`config.mk`:
```
export PLATFORM = sky130hd
export DESIGN_NAME = basel_bus_address_select
export DESIGN_NICKNAME = d
export VERILOG_FILES = /design/src/basel_pkg.sv /design/src/basel_match_if.sv /design/src/basel_addr_match.sv /design/src/basel_bus_address_select.sv
export VERILOG_INCLUDE_DIRS = /design/src
export SDC_FILE = /design/constraint.sdc
export NUM_CORES = 1
export LEC_CHECK = 0
export BUFFER_PORTS_ARGS = -buffer_cell sky130_fd_sc_hd__buf_4
export CAP_MARGIN = 25
export CORE_MARGIN = 1
export CORE_UTILIZATION = 56
export CTS_CLUSTER_DIAMETER = 200
export DETAILED_ROUTE_END_ITERATION = 6
export PLACE_DENSITY = 0.78
export RECOVER_POWER = 50
export SYNTH_ARGS = -nofsm -noshare
export SYNTH_HDL_FRONTEND = slang
export SYNTH_SLANG_ARGS = --single-unit
```
`constraint.sdc`:
```
create_clock -name clk -period 2.85 [get_ports clk]
set_clock_uncertainty 0.05 [all_clocks]
set_input_delay 0.4275 -clock clk [delete_from_list [all_inputs] [get_ports clk]]
set_output_delay 0.4275 -clock clk [all_outputs]
set_load 0.02 [all_outputs]
```
`src/basel_consts.svh`:
```
`ifndef BASEL_CONSTS_SVH
`define BASEL_CONSTS_SVH
// command byte layout, seven bits with the top data bit ignored
`define BASEL_CMD_GROUP_LSB 5
`define BASEL_LISTEN_BASE 8'h20
`define BASEL_TALK_BASE 8'h40
`define BASEL_UNLISTEN 7'h3f
`define BASEL_UNTALK 7'h5f
`define BASEL_SDC 7'h04
`define BASEL_GET 7'h08
`define BASEL_GTL 7'h01
`define BASEL_DCL 7'h14
`define BASEL_LLO 7'h11
`define BASEL_SPE 7'h18
`define BASEL_SPD 7'h19
// factory default addresses of the two variants
`define BASEL_DEFAULT_ADDR_A 5'h0c
`define BASEL_DEFAULT_ADDR_B 5'h0d
`define BASEL_MAX_ADDR 5'h1e
// banner hold time after power-up
`define BASEL_BANNER_MS 1000
`define BASEL_CLK_KHZ 10000
`define BASEL_BANNER_CYC (`BASEL_BANNER_MS * `BASEL_CLK_KHZ)
`endif

```
`src/basel_pkg.sv`:
```
package basel_pkg;
   typedef logic [4:0] basel_addr_t;
   typedef logic [7:0] basel_byte_t;
   typedef enum logic [2:0] {
      BASEL_UC_NONE, BASEL_UC_DCL, BASEL_UC_LLO, BASEL_UC_SPE, BASEL_UC_SPD
   } basel_ucmd_t;
   typedef enum logic [2:0] {
      BASEL_AC_NONE, BASEL_AC_SDC, BASEL_AC_GET, BASEL_AC_GTL
   } basel_acmd_t;
endpackage

```
`src/basel_match_if.sv`:
```
`timescale 1ns/10ps
interface basel_match_if;
   import basel_pkg::*;
   logic [6:0] cmd;
   basel_addr_t own_addr;
   logic is_my_listen;
   logic is_my_talk;
   logic is_unlisten;
   logic is_untalk;
   modport decoder (input cmd, input own_addr, output is_my_listen,
      output is_my_talk, output is_unlisten, output is_untalk);
   modport user (output cmd, output own_addr, input is_my_listen,
      input is_my_talk, input is_unlisten, input is_untalk);
endinterface

```
`src/basel_addr_match.sv`:
```
`timescale 1ns/10ps
`include "basel_consts.svh"
module basel_addr_match (
   basel_match_if.decoder m
);
   import basel_pkg::*;
   logic [6:0] listen_code;
   logic [6:0] talk_code;
   // both match codes derive from the one primary address
   assign listen_code = 7'(`BASEL_LISTEN_BASE)
      | {2'h0, m.own_addr};
   assign talk_code = 7'(`BASEL_TALK_BASE) | {2'h0, m.own_addr};
   // compare on seven bits, top data bit is don't care
   assign m.is_my_listen = (m.cmd == listen_code);
   assign m.is_my_talk = (m.cmd == talk_code);
   assign m.is_unlisten = (m.cmd == `BASEL_UNLISTEN);
   assign m.is_untalk = (m.cmd == `BASEL_UNTALK);
endmodule

```
`src/basel_bus_address_select.sv`:
```
`timescale 1ns/10ps
`include "basel_consts.svh"
// How it works
// - addressed commands are ignored until our listen address arrives.
// - data leaves only after our own talk address was received.
// - listen and talk match values come from the one primary address.
// - any switch address from 0 to 30 is a valid own address.
// - switches are read only at power-up; changes need a power cycle.
// - five switches form an unsigned binary value, lowest switch lsb.
// - after power-up the address is shown briefly with an interface tag.
// - factory default address is 12 or 13 depending on variant; reset here always loads 12.
// - driver direction high drives the line, low receives.
// - attention is only ever an input here, never driven.
// - listen address is primary address plus hex 20.
// - universal commands with attention low act without addressing.
// - device commands with attention high only taken while listening.
module basel_bus_address_select #(
   parameter int BANNER_CYC = `BASEL_BANNER_CYC
) (
   // clock and power-up reset
   input wire logic clk,
   input wire logic reset,
   // address switch bank, asynchronous
   input wire logic addr_switch_lsb,
   input wire logic [2:0] addr_switch_mid,
   input wire logic addr_switch_msb,
   // bus lines as received; attention is low-active
   input wire logic atn_n,
   input wire logic [7:0] dio_in,
   input wire logic byte_strobe,
   // data the instrument wants to send
   input wire logic talk_request,
   // results
   output basel_pkg::basel_addr_t own_addr,
   output logic addr_reserved,
   output logic listen_active,
   output logic talk_active,
   output logic dev_cmd_valid,
   output basel_pkg::basel_byte_t dev_cmd_byte,
   output basel_pkg::basel_ucmd_t univ_cmd,
   output basel_pkg::basel_acmd_t addr_cmd,
   output logic dio_dir,
   output logic hs_dir,
   output logic powerup_address_banner
);
   import basel_pkg::*;
   logic [4:0] sw_meta_r, sw_sync_r;
   logic atn_meta_r, atn_sync_r;
   logic [7:0] dio_meta_r, dio_sync_r;
   logic stb_meta_r, stb_sync_r, stb_prev_r;
   logic loaded_r;
   logic [$clog2(BANNER_CYC+1)-1:0] banner_cnt_r;
   logic stb_rise;
   logic banner_done;
   basel_match_if mi ();
   basel_addr_match u_match (.m(mi));
   assign mi.cmd = dio_sync_r[6:0];
   assign mi.own_addr = own_addr;
   assign stb_rise = stb_sync_r & ~stb_prev_r;
   // banner counter has reached its hold time
   assign banner_done = (banner_cnt_r == BANNER_CYC[$bits(banner_cnt_r)-1:0]);

   // two-stage synchronisers for the switch, attention, data and strobe inputs
   always_ff @(posedge clk or posedge reset) begin
      if (reset) begin
         sw_meta_r <= 5'h00;
         sw_sync_r <= 5'h00;
         atn_meta_r <= 1'h1;
         atn_sync_r <= 1'h1;
         dio_meta_r <= 8'h00;
         dio_sync_r <= 8'h00;
         stb_meta_r <= 1'h0;
         stb_sync_r <= 1'h0;
         stb_prev_r <= 1'h0;
      end else begin
         sw_meta_r <= {addr_switch_msb, addr_switch_mid,
            addr_switch_lsb};
         sw_sync_r <= sw_meta_r;
         atn_meta_r <= atn_n;
         atn_sync_r <= atn_meta_r;
         dio_meta_r <= dio_in;
         dio_sync_r <= dio_meta_r;
         stb_meta_r <= byte_strobe;
         stb_sync_r <= stb_meta_r;
         stb_prev_r <= stb_sync_r;
      end
   end

   // capture the switches once, after the synchroniser has filled
   logic [1:0] settle_r;
   always_ff @(posedge clk or posedge reset) begin
      if (reset) begin
         settle_r <= 2'h0;
         loaded_r <= 1'h0;
         own_addr <= `BASEL_DEFAULT_ADDR_A;
         addr_reserved <= 1'h0;
      end else if (!loaded_r) begin
         if (settle_r != 2'h3) begin
            settle_r <= settle_r + 2'h1;
         end else begin
            loaded_r <= 1'h1;
            own_addr <= sw_sync_r;
            addr_reserved <= (sw_sync_r > `BASEL_MAX_ADDR);
         end
      end
   end

   // banner shows the address for a while after power-up
   always_ff @(posedge clk or posedge reset) begin
      if (reset) begin
         banner_cnt_r <= '0;
         powerup_address_banner <= 1'h0;
      end else if (loaded_r && !banner_done) begin
         banner_cnt_r <= banner_cnt_r + 1'b1;
         powerup_address_banner <= 1'h1;
      end else begin
         powerup_address_banner <= 1'h0;
      end
   end

   // listen and talk state from command bytes under attention
   always_ff @(posedge clk or posedge reset) begin
      if (reset) begin
         listen_active <= 1'h0;
         talk_active <= 1'h0;
      end else if (loaded_r && stb_rise && !atn_sync_r) begin
         if (mi.is_my_listen) begin
            listen_active <= 1'h1;
         end else if (mi.is_unlisten) begin
            listen_active <= 1'h0;
         end
         if (mi.is_my_talk) begin
            talk_active <= 1'h1;
         end else if (mi.is_untalk || dio_sync_r[6:5] == 2'h2) begin
            talk_active <= 1'h0; // another talker takes over
         end
      end
   end

   // universal and addressed command decode
   always_ff @(posedge clk or posedge reset) begin
      if (reset) begin
         univ_cmd <= BASEL_UC_NONE;
         addr_cmd <= BASEL_AC_NONE;
      end else begin
         univ_cmd <= BASEL_UC_NONE;
         addr_cmd <= BASEL_AC_NONE;
         if (loaded_r && stb_rise && !atn_sync_r) begin
            case (dio_sync_r[6:0])
               `BASEL_DCL: univ_cmd <= BASEL_UC_DCL;
               `BASEL_LLO: univ_cmd <= BASEL_UC_LLO;
               `BASEL_SPE: univ_cmd <= BASEL_UC_SPE;
               `BASEL_SPD: univ_cmd <= BASEL_UC_SPD;
               `BASEL_SDC: if (listen_active) begin
                  addr_cmd <= BASEL_AC_SDC;
               end
               `BASEL_GET: if (listen_active) begin
                  addr_cmd <= BASEL_AC_GET;
               end
               `BASEL_GTL: if (listen_active) begin
                  addr_cmd <= BASEL_AC_GTL;
               end
               default: ;
            endcase
         end
      end
   end

   // device-dependent bytes under attention high
   always_ff @(posedge clk or posedge reset) begin
      if (reset) begin
         dev_cmd_valid <= 1'h0;
         dev_cmd_byte <= 8'h00;
      end else begin
         dev_cmd_valid <= stb_rise && atn_sync_r && listen_active;
         if (stb_rise && atn_sync_r && listen_active) begin
            dev_cmd_byte <= dio_sync_r;
         end
      end
   end

   // line driver direction: drive only when talking and attention high
   always_ff @(posedge clk or posedge reset) begin
      if (reset) begin
         dio_dir <= 1'h0;
         hs_dir <= 1'h0;
      end else begin
         dio_dir <= talk_active && atn_sync_r
            && talk_request;
         hs_dir <= talk_active && atn_sync_r;
      end
   end
endmodule

```
**Word level (Yosys, flattened, before mapping)**

Index checks and enable logic that the tools add are counted.

- Bits of input ports: 18
- Register bits: 84
- Logic and storage cells: 74

- Eq/ne operators: 14
- Bitwise operators: 4
- Muxes and demuxes: 14
- $add $sub $neg: 2
- Reductions and logical operators: 16
- $lt $le $gt $ge: 1

Operators with widths:

| kind | number |
|---|---|
| 7-bit by 5-bit equality test with 1-bit output (second input constant) | 4 |
| 24-bit by 1-bit adder with 24-bit output (second input constant) | 1 |
| 24-bit equality test (second input constant) | 1 |
| 3-bit case mux with 4 select lines | 1 |
| 1-bit 2-to-1 mux | 8 |
| 2-bit AND reduction | 4 |
| 7-bit by 1-bit equality test with 1-bit output (second input constant) | 1 |
| 7-bit by 3-bit equality test with 1-bit output (second input constant) | 1 |
| 7-bit by 4-bit equality test with 1-bit output (second input constant) | 1 |
| 7-bit by 6-bit equality test with 1-bit output | 1 |
| 7-bit by 6-bit equality test with 1-bit output (second input constant) | 1 |
| 7-bit equality test | 1 |
| 7-bit equality test (second input constant) | 1 |
| 1-bit logical AND | 7 |
| 2-bit 2-to-1 mux | 3 |
| 2-bit case mux with 3 select lines | 1 |
| 5-bit > comparator (second input constant) | 1 |
| 2-bit nonzero test | 2 |
| 3-bit 2-to-1 mux | 1 |
| 1-bit inverter | 3 |
| 2-bit by 1-bit adder with 2-bit output (second input constant) | 1 |
| 2-bit equality test (second input constant) | 1 |
| 1-bit logical NOT | 2 |
| 2-bit != test (second input constant) | 1 |
| 2 further kinds | 2 |

**Longest topological paths before layout**

Gate-level depths: netlist of the first run.

- Depth after elaboration: 5
- Depth in mapped cells: 7
- Depth with buffers taken out: 6

**By module**

From an unflattened synthesis of the first run, not the netlist that was laid out.

- Cells, all modules: 245
- Area, all modules: 3156.8 µm²

By module, submodules not included:

| module | sequential area each (µm²) | cells an instance | area each (µm²) | instances |
|---|---|---|---|---|
| basel_bus_address_select | 2082.0 | 231 | 3055.4 | 1 |
| basel_addr_match | 0.0 | 14 | 101.3 | 1 |

**Least setup slack after synthesis of the first run**

OpenSTA, ideal clock, no wires.

- Kind: register to register
- From: register banner_cnt_r[4]
- To: register banner_cnt_r[1]
- Slack: 1.219 ns
- Data arrival time: 1.456 ns
- Buffers on the path: 0
- Required time: 2.675 ns
- Cell stages (with the launch flop): 6
- Period minus slack after synthesis: 1.631 ns
- Cells stage by stage: dfrtp_1 > nor4b_1 > and3_1 > nand4_1 > nand2_1 > mux2_2

- Cells in the longest elaborated chain, start to end: 3

RTL lines:

| item | RTL line | text |
|---|---|---|
| start: declaration | basel_bus_address_select.sv:52 | `logic [$clog2(BANNER_CYC+1)-1:0] banner_cnt_r;` |
| start signal: assignment | basel_bus_address_select.sv:114 | `banner_cnt_r <= banner_cnt_r + 1'b1;` |
| 24-bit equality test | basel_bus_address_select.sv:61 | `assign banner_done = (banner_cnt_r == BANNER_CYC[$bits(banner_cnt_r)-1:0]);` |
| 1-bit logical NOT | basel_bus_address_select.sv:113 | `end else if (loaded_r && !banner_done) begin` |
| 1-bit logical AND | basel_bus_address_select.sv:113 |  |

Every way passes these cells.
A chain may end at the register's enable or synchronous reset.

**Worst setup path after layout of the first run**

- From: register banner_cnt_r[3]
- To: register banner_cnt_r[1]

Same word-level chain as after synthesis.

==> results.cfg, run 1 <==
[synth]
synth_flop_cell = dfrtp_1
synth_enable_flop_cells = 0
yosys_warnings = 0
yosysSeqAreaShare = 0.6467
synthCells = 254
synth-seq-cells = 83
synth_area_sq_um = 3219
synth.net_count = 275
yosysUniqueCellTypes = 37
async_flop_share = 1.000
avgSynthCellArea_sq_um = 12.67

[placement]
gp_congestion = 0.8279
dpl.cell_count = 362
dpl.hpwl_mm = 3.987
port-buffer-count = 42

[finish]
final_cells = 378
nFillCells = 427
drive_gt1_frac = 0.2680
final_net_count = 322
diodes = 0
synthToLayoutAreaGrowth_pct = 18.34

[global_routing]
grt_usage = 0.2157
grt_overflow_total = 0
grt_pass1_vias = 1986
grt_max_degree = 50
antenna_found_initial = 0
grt_pass1_wl_mm = 9.701

[route]
ant_nets = 0
detail_route.wirelength_mm = 5.641
dr_total_vias = 2017
drc_errors = 0
firstDrtPassIters = 4
avgRoutedWirePerCell_microns = 14.92
via_per_inst = 5.336
drt_iter0_drc = 97

[timing]
timing.final.crit_share = 0.7021
final.setup.tns_ns = 0
worstMarginPinSlew_ns = 2.108
min_period_ns = 2.001
hold_viol = 0
setup_viol = 0
slew_headroom = -0.4128
slew_violations = 49
rsz0062_at_grt = no
fmax_mhz = 499.8

[clocking]
cts_post_setup_buffers_inserted = 0
cts-root-buf = clkbuf_8
cts_tree = done
cts_buffer_depth = 2
path_clk_slew_ns = 0.08
post_cts_resized = 0
cts_num_sinks = 83
cts_buffers = 9
htreeDepth = 3
clk_latency_ns = 0.34
hold_buffers = 0

[die]
die_h_microns = 77.82
io_pins = 44
initial_core_util = 0.5811
die_area_sq_um = 6056
fp.dieW_microns = 77.82
core-area_sq_um = 5540
rows = 27

[run_status]
status = complete, but fails checks
violations = max-capacitance violations, max-slew violations

[setup_path]
critical_path_class = reg2reg
start_kind = flop
path_max_fanout = 9
cp_data_required_time_ns = 3.03
cp-end-kind = flop
critPathArrivalTime_ns = 2.19

[power_and_ir_drop]
ir_worst_vdd_uv = 352.6
leakage_nw = 1.750
pwr_density_cell_nw_per_um2 = 577.9

[min_path]
hp-class = in2reg

[run]
maxCapViolCount = 1
[final cells by class]
cell class | instances | area, sq um | area share
sequential | 83 | 2082 | 0.5465
multi-input combinational | 155 | 1071 | 0.2811
timing repair buffer | 44 | 342.8 | 0.08998
clock buffer | 11 | 131.4 | 0.03448
tap | 72 | 90.09 | 0.02365
clock inverter | 5 | 61.31 | 0.01609
inverter | 8 | 31.28 | 0.008210
[routing by layer]
metal	GRT usage	up-vias	wire length [microns]
met1	0.2921	981	2564
met3	0.05647	11	307
met4	0.09623	0	104
met2	0.3283	76	2665
li1	-	949	-
met5	0	-	0
[state kept, by name, indices dropped and copies added (netlist names), 2 cells and up]
name,flops
dev_cmd_byte,8
univ_cmd,3
banner_cnt_r,24
settle_r,2
sw_meta_r,5
dio_sync_r,8
sw_sync_r,5
dio_meta_r,8
own_addr,5
addr_cmd,2
[logic make-up (layout without fill, tap and decap cells)]
| kind of cell | count (synthesis) | after routing | share of synthesized area |
|---|---|---|---|
| and+or+nand+nor | 109 | 109 | 0.2002 |
| muxes | 8 | 8 | 0.02798 |
| adders and majority gates | 3 | 3 | 0.01166 |
| AOI/OAI and AO/OA | 2 | 2 | 0.004662 |
| buffers and inverters | 16 | 68 | 0.02060 |
| other | 1 | 1 | 0.001165 |
| DFF | 83 | 83 | 0.6467 |
| xor gates and xnor gates | 32 | 32 | 0.08706 |
[synth_stat cells (all sizes together), types with 4 or more instances]
cell / number / area, sq um
and3: 10 / 68.82
nor3: 5 / 30.03
nand3: 19 / 120.1
dfstp: 4 / 105.1
nand2: 35 / 131.4
clkbuf: 5 / 18.77
dfrtp: 79 / 1977
xnor2: 21 / 183.9
inv: 7 / 26.28
xor2: 11 / 96.34
nor4: 6 / 52.55
nor2: 12 / 52.55
mux2: 8 / 90.09
nor4b: 5 / 58.80
nand4: 10 / 77.57
[power by group]
part	internal [mW]	switching, mW	total (mW)
clock	0.409	0.418	0.827
combinational	0.0572	0.0702	0.127
sequential	1.22	0.0281	1.25
total	1.69	0.517	2.20
[path summary, 6_finish.rpt]
check	start	depth (start not counted)	slack (ns)	to
max	banner_cnt_r[3]	5	0.85	banner_cnt_r[1]
min	atn_n	1	0.15	atn_meta_r
max reg2reg	banner_cnt_r[3]	5	0.85	banner_cnt_r[1]
min reg2reg	sw_meta_r[0]	0	0.30	sw_sync_r[0]
max in group asynchronous	reset	3	1.20	atn_meta_r
min in group asynchronous	reset	2	0.59	sw_sync_r[1]
[through the flow]
step / setup slack, ns / area (sq um) / total power [mW] / hold WS [ns] / utilization
after detailed placement: 0.8636 / 3617 / 1.403 / 0.2847 / 0.6529
after CTS: 0.8457 / 3810 / 2.222 / 0.1208 / 0.6877
after global routing: 0.7060 / 3810 / 2.292 / 0.1299 / 0.6877
after global placement: 0.9355 / 3617 / 1.397 / 0.2831 / 0.6529
after floorplan: 0.2423 / 3219 / 1.336 / 0.2812 / -
final: 0.8491 / 3810 / 2.202 / 0.1478 / 0.6877
[cells in the final DEF (no fill, tap or decap), types with 2 or more instances in the layout]
cell and instances:
and3_1 8, buf_4 27, clkbuf_1 2, clkbuf_4 16
clkbuf_8 9, clkinvlp_4 3, dfrtp_1 79, dfstp_2 3
ha_1 3, inv_1 6, mux2_2 8, nand2_1 35
nand3_1 14, nand3_2 5, nand4_1 9, nor2_1 11
nor3_1 4, nor4_1 5, nor4b_1 4, xnor2_1 21
xor2_1 11
[worst max-delay path: stages, from the launching register on]
cell and delay, ns:
dfrtp_1 0.45, nor4b_1 0.27, and3_1 0.19, nand4_1 0.31, nand2_1 0.27, mux2_2 0.35
Power figures use the tool's default switching activity.
==> run 2, diff against run 1 <==
clock period = 2.1 ns   (was 2.85 ns; I/O delays follow)
==> run 2 against run 1 <==
Against the previous run:
- the run now ends clean
- power rose by 38%
- global-route usage fell by 0.31 points
- design area rose by 2.5%
==> results.cfg, run 2 (synthesized netlist as in run 1, its figures left out) <==
[setup_path]
start_kind = flop
r2r_start = banner_cnt_r[4]
cp-end-kind = flop
cp_data_required_time_ns = 2.29
path_max_fanout = 4
critPathLaunch = banner_cnt_r[4]
critical_path_class = reg2reg
critPathArrivalTime_ns = 1.99

[die]
core-area_sq_um = 5540
fp.dieW_microns = 77.82
rows = 27
io_pins = 44
initial_core_util = 0.5811
die_h_microns = 77.82
die_area_sq_um = 6056

[route]
highest_layer = met4
m1WireLength_mm = 2.698
avgRoutedWirePerCell_microns = 14.39
via_per_inst = 5.178
wl_met3_microns = 302
wl_met2_mm = 2.503
detail_route.wirelength_mm = 5.584
dr_total_vias = 2009
firstDrtPassIters = 4
ant_nets = 0
drt_iter0_drc = 183
drc_errors = 0

[clocking]
cts_num_sinks = 83
cts_buffers = 9
cts_buffer_depth = 2
path_clk_slew_ns = 0.09
cts_post_setup_buffers_inserted = 0
cts-root-buf = clkbuf_8
cts_tree = done
post_cts_resized = 0
clk_latency_ns = 0.36
htreeDepth = 3

[timing]
slew_violations = 0
setup_viol = 0
slew_headroom = 0.5655
whs_ns = 0.01206
final.setup.tns_ns = 0
fmax_mhz = 554.5
worstMarginPinSlew_ns = 0.6482
timing.final.crit_share = 0.8587
fin_ws_ns = 0.2967
rsz0062_at_grt = no
min_period_ns = 1.803
hold_viol = 0

[finish]
layout_commonest_cell = dfrtp_1
drive_gt1_frac = 0.2722
final_net_count = 332
max_flop_register = banner_cnt_r
diodes = 0
largest_reg_flops = 24
synthToLayoutAreaGrowth_pct = 21.30
mostFrequentLayoutCells = dfrtp_1 (79), nand2_1 (35), buf_4 (29)

[run_status]
status = finished, final reports clean

[global_routing]
grt_pass1_vias = 1917
antenna_found_initial = 0
grt_pass1_wl_mm = 9.584
grt_usage = 0.2126
grt_overflow_total = 0
grt_max_degree = 49

[min_path]
min_from = atn_n
hp-class = in2reg

[power_and_ir_drop]
leakage_nw = 1.803
pwr_density_cell_nw_per_um2 = 780.2
ir_worst_vdd_uv = 601.9

[placement]
dp_slack_ns = 0.3359
dpl.hpwl_mm = 3.763
port-buffer-count = 42
gp_congestion = 0.8582

[run]
maxCapViolCount = 0
==> run 2: changes by cell type in the layout (fill, tap and decap cells not counted), moves of 2 or more <==
cell           before  now
inv_6               1    4
buf_4              27   29
dlygate4sd3_1       0    8
clkbuf_1            2    0
clkinvlp_4          3    1
==> run 2: worst max-delay path: stages (launching register included) <==
cell,delay [ns]
dfrtp_1,0.45
nor4b_1,0.28
and3_1,0.20
nand4_1,0.16
nand2_1,0.19
mux2_2,0.35
==> run 2: path summary, 6_finish.rpt <==
| check | slack, ns | endpoint | cells past startpoint |
|---|---|---|---|
| worst max-delay path | 0.30 | banner_cnt_r[1] | 5 |
| worst min-delay path | 0.01 | atn_meta_r | 1 |
| worst max register to register | 0.30 | banner_cnt_r[1] | 5 |
| worst min register to register | 0.30 | dio_sync_r[6] | 0 |
| max in group asynchronous | 0.42 | dio_dir | 4 |
| min in group asynchronous | 0.52 | sw_meta_r[4] | 3 |
==> run 2: power by group <==
part           total [mW]  leakage, nW  switching (mW)  internal (mW)
Combinational       0.181        0.673          0.0961         0.0852
Sequential           1.69         1.03          0.0396           1.65
Clock                1.17        0.101           0.604          0.568
Total                3.05         1.80           0.739           2.31
==> run 2: layout make-up <==
class,count,area [sq um]
Inverter,8,31.28
Tap cell,72,90.09
Clock buffer,9,123.9
Timing Repair Buffer,54,425.4
Fill cell,401,1635
Clock inverter,7,81.33
Multi-Input combinational cell,155,1071
Sequential cell,83,2082
==> run 2: stage by stage <==
step | power (mW) | instance area [sq um] | utilization | cells
final | 3.047 | 3905 | 0.7048 | 388
after global routing | 3.170 | 3905 | 0.7048 | 388
after CTS | 3.078 | 3890 | 0.7021 | 385
after detailed placement | 1.904 | 3635 | 0.6561 | 364
after global placement | 1.897 | 3635 | 0.6561 | 364
after floorplan | 1.813 | 3223 | - | 254
==> run 2: metal layers <==
layer,up-vias,global-route usage
li1,972,-
met5,-,0
met2,56,0.3018
met3,10,0.05882
met1,971,0.3052
met4,0,0.09623
==> run 2: what timing repair did <==
action,4_1_cts,5_1_grt
hold endpoints to repair,19,3
endpoints found under the setup margin,0,0
hold buffers,5,3
